File: src/design/fifo_handshake_pkg.sv
// Constants, register map and state types of the handshake FIFO port
package fifo_handshake_pkg;
   localparam int          DEPTH     = 128;
   localparam logic [7:0]  DEPTH_CNT = 8'h80;
   localparam logic [6:0]  PTR_ONE   = 7'h01;
   localparam logic [7:0]  CNT_ONE   = 8'h01;
   localparam logic [7:0]  ZERO_BYTE = 8'h00;

   typedef logic [7:0] byte_t;
   typedef logic [2:0] addr_t;

   // Register indices
   localparam addr_t REG_DATA   = 3'h0;
   localparam addr_t REG_CTL    = 3'h1;
   localparam addr_t REG_FLAG   = 3'h2;
   localparam addr_t REG_STATUS = 3'h3;
   localparam addr_t REG_COUNT  = 3'h4;
   localparam addr_t REG_MSG    = 3'h5;

   // Control fields
   localparam int CTL_CLEAR_N   = 0;
   localparam int CTL_THREE     = 1;
   localparam int CTL_CASCADE   = 2;
   localparam int CTL_DIR_OWNER = 3;
   localparam int CTL_DIR_BIT   = 4;
   localparam byte_t CTL_RESET  = 8'h00;

   // Flag fields
   localparam int FLAG_SET    = 1;
   localparam int FLAG_MIRROR = 0;

   // Status fields
   localparam int ST_EMPTY      = 0;
   localparam int ST_FULL       = 1;
   localparam int ST_BOTH_EMPTY = 2;
   localparam int ST_BOTH_FULL  = 3;
   localparam int ST_FLAG_IN    = 4;
   localparam int ST_DIR_IN     = 5;
   localparam int ST_HOLD_FULL  = 6;

   typedef enum logic [1:0] {O_LOAD, O_SHOW, O_WAIT} out_state_e;

   typedef struct packed {
      logic [DEPTH-1:0][7:0] mem;
      logic [6:0]            wp;
      logic [6:0]            rp;
      logic [7:0]            cnt;
      byte_t                 hold;
      logic                  hold_full;
      logic                  ack_q;
      logic                  strb_q;
      out_state_e            ost;
      logic                  line_act;
      logic                  acc_o;
      byte_t                 ctl;
      logic                  flag;
      byte_t                 msg;
      byte_t                 rdata;
   } state_s;
endpackage : fifo_handshake_pkg

File: src/design/fifo_handshake_port.sv
// Handshake port of a 128-byte FIFO buffer with its register port
`timescale 1ns/1ps
`default_nettype none
module fifo_handshake_port (
   // Clock and reset
   input  wire logic                       clk_in,
   input  wire logic                       rst_n_in,
   // Register port
   input  wire fifo_handshake_pkg::addr_t  reg_addr_in,
   input  wire fifo_handshake_pkg::byte_t  reg_wdata_in,
   input  wire logic                       reg_wr_in,
   input  wire logic                       reg_rd_in,
   output logic [7:0]                      reg_rdata_out,
   // Handshake data bus
   input  wire fifo_handshake_pkg::byte_t  hs_data_in,
   output logic [7:0]                      hs_data_out,
   output logic                            hs_data_oe_out,
   // Handshake lines
   output logic                            ready_or_valid_line_out,
   input  wire logic                       acknowledge_strobe_in,
   input  wire logic                       data_valid_strobe_in,
   input  wire logic                       ready_for_data_in,
   input  wire logic                       data_accepted_in,
   output logic                            data_accepted_out,
   // Direction pin
   input  wire logic                       dir_pin_in,
   output logic                            dir_pin_out,
   output logic                            dir_pin_oe_out,
   // Cascade lines
   output logic                            full_out,
   output logic                            empty_out,
   input  wire logic                       full_wired_in,
   input  wire logic                       empty_wired_in,
   output logic                            flag_output_line_out,
   input  wire logic                       flag_input_line_in
);
   import fifo_handshake_pkg::*;

   // Direction seen by this port: the owner takes its own control bit, the
   // follower takes the pin, which the owner drives with that same bit uninverted
   function automatic logic dir_of(input byte_t ctl, input logic pin);
      dir_of = ctl[CTL_DIR_OWNER] ? ctl[CTL_DIR_BIT] : pin;
   endfunction : dir_of

   // High on the sample at which a strobe goes from high to low
   function automatic logic fell_of(input logic prev, input logic now);
      fell_of = prev && !now;
   endfunction : fell_of

   // Strobe that hits one register index
   function automatic logic hits(input logic strobe, input addr_t addr, input addr_t idx);
      hits = strobe && (addr == idx);
   endfunction : hits

   // Count after one optional push and one optional pop in the same cycle
   function automatic logic [7:0] next_count(input logic [7:0] cnt, input logic push,
                                             input logic pop);
      next_count = cnt + (push ? CNT_ONE : ZERO_BYTE) - (pop ? CNT_ONE : ZERO_BYTE);
   endfunction : next_count

   // Status word; the combined bits follow the wired lines only in a cascade
   function automatic byte_t status_of(input logic loc_empty, input logic loc_full,
                                       input logic casc, input logic wired_empty,
                                       input logic wired_full, input logic flag_in,
                                       input logic dir, input logic held);
      byte_t st;
      st                = ZERO_BYTE;
      st[ST_EMPTY]      = loc_empty;
      st[ST_FULL]       = loc_full;
      st[ST_BOTH_EMPTY] = casc ? wired_empty : loc_empty;
      st[ST_BOTH_FULL]  = casc ? wired_full : loc_full;
      st[ST_FLAG_IN]    = flag_in;
      st[ST_DIR_IN]     = dir;
      st[ST_HOLD_FULL]  = held;
      status_of         = st;
   endfunction : status_of

   state_s s_r;
   state_s s_nxt;

   logic   dir_in;
   logic   three;
   logic   clr;
   logic   empty;
   logic   full;

   assign three = s_r.ctl[CTL_THREE];
   assign clr   = !s_r.ctl[CTL_CLEAR_N];
   assign empty = (s_r.cnt == ZERO_BYTE);
   assign full  = (s_r.cnt == DEPTH_CNT);
   // Owner uses its own bit; the follower sees the owner's bit on the pin unchanged
   assign dir_in = dir_of(s_r.ctl, dir_pin_in);

   always_comb begin
      logic       push;
      logic       pop;
      byte_t      wbyte;
      byte_t      rbyte;
      logic       ack_fall;
      logic       strb_fall;
      byte_t      status;
      logic       dir_nxt;
      s_nxt     = s_r;
      dir_nxt   = dir_in;
      push      = 1'b0;
      pop       = 1'b0;
      wbyte     = reg_wdata_in;
      rbyte     = s_r.mem[s_r.rp];
      ack_fall  = fell_of(s_r.ack_q, acknowledge_strobe_in);
      strb_fall = fell_of(s_r.strb_q, data_valid_strobe_in);
      status    = ZERO_BYTE;
      s_nxt.ack_q  = acknowledge_strobe_in;
      s_nxt.strb_q = data_valid_strobe_in;

      if (dir_in) begin
         // Input: peripheral fills the holding register, software drains
         if (s_r.hold_full && !full) begin
            push            = 1'b1;
            wbyte           = s_r.hold;
            s_nxt.hold_full = 1'b0;
         end
         if (hits(reg_rd_in, reg_addr_in, REG_DATA) && !empty) begin
            pop = 1'b1;
         end
         if (!three && s_r.line_act && ack_fall) begin
            s_nxt.hold      = hs_data_in;
            s_nxt.hold_full = 1'b1;
         end
         if (three && s_r.line_act && strb_fall) begin
            s_nxt.hold      = hs_data_in;
            s_nxt.hold_full = 1'b1;
            s_nxt.acc_o     = 1'b1;
         end
         if (three && data_valid_strobe_in) begin
            s_nxt.acc_o = 1'b0;
         end
         s_nxt.ost = O_LOAD;
      end else begin
         // Output: software fills, port drains toward the far side
         if (hits(reg_wr_in, reg_addr_in, REG_DATA) && !full) begin
            push = 1'b1;
         end
         s_nxt.acc_o = 1'b0;
         case (s_r.ost)
            O_LOAD: begin
               if (s_r.hold_full && (three ? (ready_for_data_in && !data_accepted_in)
                                           : acknowledge_strobe_in)) begin
                  s_nxt.ost = O_SHOW;
               end
            end
            O_SHOW: begin
               if (three ? data_accepted_in : ack_fall) begin
                  s_nxt.hold_full = 1'b0;
                  s_nxt.ost       = O_WAIT;
               end
            end
            O_WAIT: begin
               if (three ? !data_accepted_in : acknowledge_strobe_in) begin
                  s_nxt.ost = O_LOAD;
               end
            end
            default: begin
               s_nxt.ost = O_LOAD;
            end
         endcase
         // Refill as soon as the holding register is free, so the near buffer
         // empties into the far one before the far one counts down
         if (!s_nxt.hold_full && !empty) begin
            pop             = 1'b1;
            s_nxt.hold      = rbyte;
            s_nxt.hold_full = 1'b1;
         end
      end

      if (push) begin
         s_nxt.mem[s_r.wp] = wbyte;
         s_nxt.wp          = s_r.wp + PTR_ONE;
      end
      if (pop) begin
         s_nxt.rp = s_r.rp + PTR_ONE;
      end
      s_nxt.cnt = next_count(s_r.cnt, push, pop);

      if (dir_in) begin
         // Ready only with room, an empty holding register and an idle strobe
         s_nxt.line_act = !s_nxt.hold_full && (s_nxt.cnt != DEPTH_CNT)
                          && (three ? (data_valid_strobe_in && !s_nxt.acc_o)
                                    : acknowledge_strobe_in);
      end else begin
         // Valid stays inactive whenever nothing is held
         s_nxt.line_act = s_nxt.hold_full && (s_nxt.ost == O_SHOW);
      end

      // Register writes
      if (reg_wr_in) begin
         case (reg_addr_in)
            REG_CTL:  s_nxt.ctl = reg_wdata_in;
            REG_FLAG: s_nxt.flag = reg_wdata_in[FLAG_SET];
            REG_MSG: begin
               if (!s_r.ctl[CTL_CASCADE]) begin
                  s_nxt.msg = reg_wdata_in;
               end
            end
            default: begin
            end
         endcase
      end

      // A direction change written to the control register leaves the line inactive for the new sense, so a
      // ready still standing never shows up as a false valid
      dir_nxt = dir_of(s_nxt.ctl, dir_pin_in);
      if (dir_nxt != dir_in) begin
         s_nxt.line_act = 1'b0;
         s_nxt.ost      = O_LOAD;
      end

      status = status_of(empty, full, s_r.ctl[CTL_CASCADE], empty_wired_in, full_wired_in,
                         flag_input_line_in, dir_in, s_r.hold_full);

      if (reg_rd_in) begin
         case (reg_addr_in)
            REG_DATA:   s_nxt.rdata = (dir_in && !empty) ? rbyte : ZERO_BYTE;
            REG_CTL:    s_nxt.rdata = s_r.ctl;
            REG_FLAG: begin
               s_nxt.rdata              = ZERO_BYTE;
               s_nxt.rdata[FLAG_SET]    = s_r.flag;
               s_nxt.rdata[FLAG_MIRROR] = s_r.flag;
            end
            REG_STATUS: s_nxt.rdata = status;
            REG_COUNT:  s_nxt.rdata = s_r.cnt;
            REG_MSG:    s_nxt.rdata = s_r.ctl[CTL_CASCADE] ? ZERO_BYTE : s_r.msg;
            default:    s_nxt.rdata = ZERO_BYTE;
         endcase
      end

      // Clear empties everything but keeps the registers software owns
      if (clr) begin
         s_nxt.wp        = '0;
         s_nxt.rp        = '0;
         s_nxt.cnt       = ZERO_BYTE;
         s_nxt.hold_full = 1'b0;
         s_nxt.line_act  = 1'b0;
         s_nxt.acc_o     = 1'b0;
         s_nxt.ost       = O_LOAD;
      end
   end

   always_ff @(posedge clk_in or negedge rst_n_in) begin
      if (!rst_n_in) begin
         s_r <= '0;
      end else begin
         s_r <= s_nxt;
      end
   end

   // Line polarity follows direction: active high ready, active low valid
   assign ready_or_valid_line_out = dir_in ? s_r.line_act : !s_r.line_act;
   assign reg_rdata_out           = s_r.rdata;
   assign hs_data_out             = s_r.hold;
   assign hs_data_oe_out          = !dir_in && !clr;
   assign data_accepted_out       = s_r.acc_o;
   assign dir_pin_out             = s_r.ctl[CTL_DIR_BIT];
   assign dir_pin_oe_out          = s_r.ctl[CTL_DIR_OWNER];
   assign full_out                = full;
   assign empty_out               = empty;
   assign flag_output_line_out    = s_r.flag;
endmodule : fifo_handshake_port
`default_nettype wire

File: config.mk
export PLATFORM = sky130hd
export DESIGN_NAME = fifo_handshake_port
export DESIGN_NICKNAME = d
export VERILOG_FILES = /design/src/design/fifo_handshake_pkg.sv /design/src/design/fifo_handshake_port.sv
export SDC_FILE = /design/constraint.sdc
export NUM_CORES = 2
export LEC_CHECK = 0
export ABC_CLOCK_PERIOD_IN_PS = 4600
export BUFFER_PORTS_ARGS = -buffer_cell sky130_fd_sc_hd__buf_2
export CORE_UTILIZATION = 52
export CTS_CLUSTER_DIAMETER = 30
export DETAILED_ROUTE_END_ITERATION = 10
export PLACE_DENSITY = 0.79
export SLEW_MARGIN = 20
export SYNTH_ARGS = -nofsm -noshare
export SYNTH_HDL_FRONTEND = slang
export SYNTH_SLANG_ARGS = --single-unit
File: constraint.sdc
create_clock -name clk_in -period 4.6 [get_ports clk_in]
set_clock_uncertainty 0.1 [all_clocks]
set_input_delay 0.92 -clock clk_in [delete_from_list [all_inputs] [get_ports clk_in]]
set_output_delay 0.92 -clock clk_in [all_outputs]
set_load 0.1 [all_outputs]
==> tab_implementation.tex <==
\begin{tabular}{lr}
\hline
Metric & Value \\
\hline
\multicolumn{2}{l}{\textbf{Run status}} \\
\quad Status & complete, no violations \\
\multicolumn{2}{l}{\textbf{Drt}} \\
\quad Routed wire per std cell & 23.0 microns \\
\quad Sum of routed wire length over all layers & 138000 microns \\
\quad Number of detailed-route iterations in the first pass & 6 \\
\quad DR iter-0 viols & 4398 \\
\quad Average vias per placed instance & 6.26 \\
\quad Via count & 37600 \\
\quad Final antenna-violating net count & 0 \\
\quad Count of unresolved DRC violations after routing & 0 \\
\multicolumn{2}{l}{\textbf{Yosys}} \\
\quad Post-synth EDFFs & 0 \\
\quad Synthesized flop and latch total & 1086 \\
\quad Synth Flop Type & sky130\_fd\_sc\_hd\_\_dfrtp\_1 \\
\quad Cell accounting for the most synthesized area & sky130\_fd\_sc\_hd\_\_dfrtp\_1 \\
\quad Share of the synthesized area in the top cell type & 0.557 \\
\quad Post-synthesis average cell area & 10.6 sq um \\
\quad Count of synthesis-stage warnings from yosys & 0 \\
\quad Top area cells in the synthesized netlist & sky130\_fd\_sc\_hd\_\_dfrtp\_1 56\%, sky130\_fd\_sc\_hd\_\_mux4\_2 8.4\%, sky130\_fd\_sc\_hd\_\_o21ai\_0 7.0\%, sky130\_fd\_sc\_hd\_\_nand2\_1 6.4\%, sky130\_fd\_sc\_hd\_\_a21oi\_1 3.9\% \\
\quad Proportion of register bits with asynchronous set or reset after synthesis & 1.00 \\
\quad Synthesized netlist cell count & 4590 \\
\quad Post-synthesis instance area & 48800 sq um \\
\quad Post-Syn Nets & 4636 \\
\quad Cell variety after synth & 75 \\
\quad Sequential fraction of the synthesis area & 0.557 \\
\multicolumn{2}{l}{\textbf{Power and ir drop}} \\
\quad Leak & 24.9 nW \\
\quad Relative contribution of the clock network to total power & 0.485 \\
\quad Power Dens Cells & 496 nW/um\^{}2 \\
\quad Proportion of power drawn by combinational gates & 0.159 \\
\quad Fraction of power spent switching nets & 0.291 \\
\quad VDD IR-drop max & 0.000403 V \\
\quad Share of total power in sequential cells & 0.356 \\
\quad Power, Total & 0.0281 W \\
\quad Sw power & 0.00817 W \\
\quad Internal portion of total power & 0.0199 W \\
\multicolumn{2}{l}{\textbf{Critical path}} \\
\quad Crit start category & flip-flop \\
\quad Critical path capture point type & flip-flop \\
\quad Type of the worst setup path & reg2reg \\
\quad Number of cell instances on the worst register-to-register path & 15 \\
\quad Highest cell delay on the worst timing path & 0.48 ns \\
\quad Combined buffer and inverter count along the critical path & 2 \\
\quad Required time of the critical path & 5.14 ns \\
\quad Series of cell instances along the critical path & buf\_4 -> or3b\_2 -> a211oi\_1 -> o211ai\_1 -> nand2\_1 -> ha\_1 -> inv\_1 -> ha\_1 -> a21o\_1 -> a21oi\_1 -> o21bai\_1 -> a2111o\_1 -> a21o\_1 -> a2111o\_1 -> a22o\_1 \\
\quad Data arrival time at the worst-slack endpoint & 4.51 ns \\
\quad Kind of cell adding the most delay to the critical path & compound AO/OA/AOI/OAI gates \\
\quad Largest fanout of any net on the critical path & 11 \\
\quad Cell depth of the worst setup path & 15 \\
\quad Slowest cell on the critical path & sky130\_fd\_sc\_hd\_\_or3b\_2 \\
\multicolumn{2}{l}{\textbf{Timing}} \\
\quad Accumulated negative setup slack & 0 ns \\
\quad Highest clock frequency the design can meet & 252 MHz \\
\quad Slew at the pin closest to its max-slew limit & 1.15 ns \\
\quad Final clock period utilization by the worst path & 0.862 \\
\quad Pins Over Slew Limit & 0 \\
\quad Setup repair after global routing missed its margin & no \\
\quad Slew headroom & 0.229 \\
\quad Final Hold Fails & 0 \\
\quad Hold WS & 0.155 ns \\
\quad Shortest clock period the worst path allows after layout & 3.96 ns \\
\quad Setup-violating endpoint count in the final report & 0 \\
\multicolumn{2}{l}{\textbf{Die}} \\
\quad Die width & 308 microns \\
\quad Number of placement rows & 111 \\
\quad Placeable core region & 92200 sq um \\
\quad Die outline area & 95000 sq um \\
\quad I/O pin cnt & 55 \\
\quad Y dimension of the die & 308 microns \\
\quad Starting density of the core & 0.529 \\
\multicolumn{2}{l}{\textbf{Place}} \\
\quad Count of buffers from port buffering & 54 \\
\quad HPWL after detailed placement & 82200 microns \\
\quad Weighted congestion reported at the end of routability-driven placement & 0.929 \\
\multicolumn{2}{l}{\textbf{Final layout}} \\
\quad NumNets Final & 4653 \\
\quad Most common cell after layout, fill and taps aside & sky130\_fd\_sc\_hd\_\_dfrtp\_1 \\
\quad Commonest cells after routing, fill and taps aside & 1082 x sky130\_fd\_sc\_hd\_\_dfrtp\_1, 833 x sky130\_fd\_sc\_hd\_\_nand2\_1, 683 x sky130\_fd\_sc\_hd\_\_o21ai\_0 \\
\quad Layout cell share with drive strength beyond 1 & 0.168 \\
\quad Number of filler cells placed in the layout & 6710 \\
\quad Layout Area Growth over Synthesis & 16.1\% \\
\multicolumn{2}{l}{\textbf{Run}} \\
\quad Max-cap viol count & 0 \\
\multicolumn{2}{l}{\textbf{Clocking}} \\
\quad Post-cts resize count & 0 \\
\quad \# H-tree levels & 4 \\
\quad Hold buffer count at CTS & 0 \\
\quad Clock transition at the register clock pins on the worst setup and hold paths after CTS & 0.05 ns \\
\quad Clock Sink Count & 1086 \\
\quad TritonCTS Buffers & 173 \\
\quad Source-to-sink clock delay at the later pin of the worst-skew pair & 0.79 ns \\
\quad Number of setup buffers added after CTS & 0 \\
\quad CTS tree & done \\
\quad Clock Tree Root & sky130\_fd\_sc\_hd\_\_clkbuf\_16 \\
\quad Buffer levels on the longest clock path & 3 \\
\multicolumn{2}{l}{\textbf{Hold path}} \\
\quad Hold Crit Class & in2async \\
\multicolumn{2}{l}{\textbf{GRT}} \\
\quad Largest net degree at the start of global routing & 129 \\
\quad Global-route wire length before repair & 218000 microns \\
\quad Number of global-route vias before repair & 38300 \\
\quad Remaining global-route overflow & 0 \\
\quad GR Util All Layers & 0.297 \\
\quad Number of antenna violations at the first check in global routing & 6 \\
\hline
\end{tabular}
-- per-layer routing --
metal / share of wire / GRT usage / vias to the layer above
li1: - / - / 16200
met1: 0.38 / 0.379 / 18700
met2: 0.47 / 0.469 / 2112
met3: 0.093 / 0.0714 / 511
met4: 0.054 / 0.166 / 8
met5: 0.00038 / 0 / -
-- through the flow --
step,cell area [sq um],instances,setup slack (ns),utilization
6_report,56600,5999,0.637,0.614
5_1_grt,56600,5998,0.378,0.614
4_1_cts,56600,5997,0.639,0.614
3_5_place_dp,50500,5675,0.121,0.547
3_3_place_gp,50500,5675,0.121,0.547
2_1_floorplan,48800,4590,0.217,-
-- area by class of cell --
cell class / instances / area (sq um) / share of cell area
Antenna cell: 2 / 5.00 / 0.0000884
Sequential cell: 1086 / 27200 / 0.480
Clock buffer: 204 / 4590 / 0.0810
Inverter: 19 / 71.3 / 0.00126
Multi-Input combinational cell: 3101 / 19800 / 0.349
Tap cell: 1243 / 1560 / 0.0275
Timing Repair Buffer: 226 / 1910 / 0.0337
Clock inverter: 118 / 1540 / 0.0272
-- worst paths after layout --
kind | end | startpoint | slack, ns
hold / removal | s_r[793]$_DFFE_PN0P_ | rst_n_in | 0.16
hold reg to reg | s_r[589]$_DFFE_PN0P_ | s_r[589]$_DFFE_PN0P_ | 0.37
min in group clk_in | s_r[30]$_DFF_PN0_ | acknowledge_strobe_in | 0.22
setup reg to reg | s_r[26]$_DFF_PN0_ | s_r[18]$_DFFE_PN0P_ | 0.64
max in group asynchronous | s_r[85]$_DFFE_PN0P_ | rst_n_in | 3.12
setup / recovery | s_r[26]$_DFF_PN0_ | s_r[18]$_DFFE_PN0P_ | 0.64
-- synth_stat cells (4+ instances only) --
cell type / n
sky130_fd_sc_hd__mux2_2: 25
sky130_fd_sc_hd__inv_1: 17
sky130_fd_sc_hd__a21boi_0: 4
sky130_fd_sc_hd__nand2_2: 10
sky130_fd_sc_hd__a21o_1: 8
sky130_fd_sc_hd__nor4_1: 7
sky130_fd_sc_hd__clkbuf_1: 266
sky130_fd_sc_hd__xnor2_1: 9
sky130_fd_sc_hd__buf_1: 10
sky130_fd_sc_hd__and2_1: 20
sky130_fd_sc_hd__buf_6: 22
sky130_fd_sc_hd__o21ai_1: 57
sky130_fd_sc_hd__a22oi_1: 39
sky130_fd_sc_hd__and3_1: 5
sky130_fd_sc_hd__o21ai_0: 683
sky130_fd_sc_hd__dfrtp_1: 1086
sky130_fd_sc_hd__o221ai_1: 33
sky130_fd_sc_hd__nand4_1: 4
sky130_fd_sc_hd__a31oi_1: 10
sky130_fd_sc_hd__nor3_1: 22
sky130_fd_sc_hd__a22o_1: 6
sky130_fd_sc_hd__nor2_1: 404
sky130_fd_sc_hd__a2bb2oi_1: 5
sky130_fd_sc_hd__nand2_1: 833
sky130_fd_sc_hd__nor2_4: 9
sky130_fd_sc_hd__a211oi_1: 16
sky130_fd_sc_hd__mux2i_1: 131
sky130_fd_sc_hd__nor2b_1: 23
sky130_fd_sc_hd__a221o_1: 6
sky130_fd_sc_hd__mux4_2: 182
sky130_fd_sc_hd__o211ai_1: 4
sky130_fd_sc_hd__or4_1: 4
sky130_fd_sc_hd__a221oi_1: 7
sky130_fd_sc_hd__nor2_2: 9
sky130_fd_sc_hd__o22ai_1: 17
sky130_fd_sc_hd__xor2_1: 8
sky130_fd_sc_hd__nand3_1: 17
sky130_fd_sc_hd__a21oi_1: 376
sky130_fd_sc_hd__ha_1: 14
sky130_fd_sc_hd__nand2b_1: 16
sky130_fd_sc_hd__mux4_1: 30
sky130_fd_sc_hd__buf_4: 29
sky130_fd_sc_hd__buf_8: 8
sky130_fd_sc_hd__buf_2: 48
-- registers in the layout, summed over array words and instances, names as in the netlist --
name and count:
data_accepted_out 1, dir_pin_oe_out 1, s_r 1066, dir_pin_out 1, flag_output_line_out 1, hs_data_out 8
reg_rdata_out 8
-- worst reg2reg max path: stages, from the launching register on --
cell	delay, ns
sky130_fd_sc_hd__dfrtp_1	0.36
sky130_fd_sc_hd__buf_4	0.17
sky130_fd_sc_hd__or3b_2	0.48
sky130_fd_sc_hd__a211oi_1	0.31
sky130_fd_sc_hd__o211ai_1	0.15
sky130_fd_sc_hd__nand2_1	0.11
sky130_fd_sc_hd__ha_1	0.15
sky130_fd_sc_hd__inv_1	0.06
sky130_fd_sc_hd__ha_1	0.27
sky130_fd_sc_hd__a21o_1	0.15
sky130_fd_sc_hd__a21oi_1	0.21
sky130_fd_sc_hd__o21bai_1	0.11
sky130_fd_sc_hd__a2111o_1	0.43
sky130_fd_sc_hd__a21o_1	0.18
sky130_fd_sc_hd__a2111o_1	0.41
sky130_fd_sc_hd__a22o_1	0.20
-- cells by family after synthesis --
kind of cell    share of synthesized area
simple gates                        0.119
mux                                 0.133
xor+xnor                          0.00305
fa+ha+maj                         0.00400
flops                               0.557
compound gates                      0.144
buf+inv                            0.0398
-- power by group through the flow --
stage / sequential [W] / combinational (W) / clock (W)
floorplan: 0.0100 / 0.00331 / 0
CTS: 0.0100 / 0.00444 / 0.0137
global placement: 0.0102 / 0.00435 / 0
finish: 0.0100 / 0.00447 / 0.0136
detailed placement: 0.0102 / 0.00439 / 0
global route: 0.0100 / 0.00471 / 0.0141
Note: power is estimated with default switching activity, not from simulation.
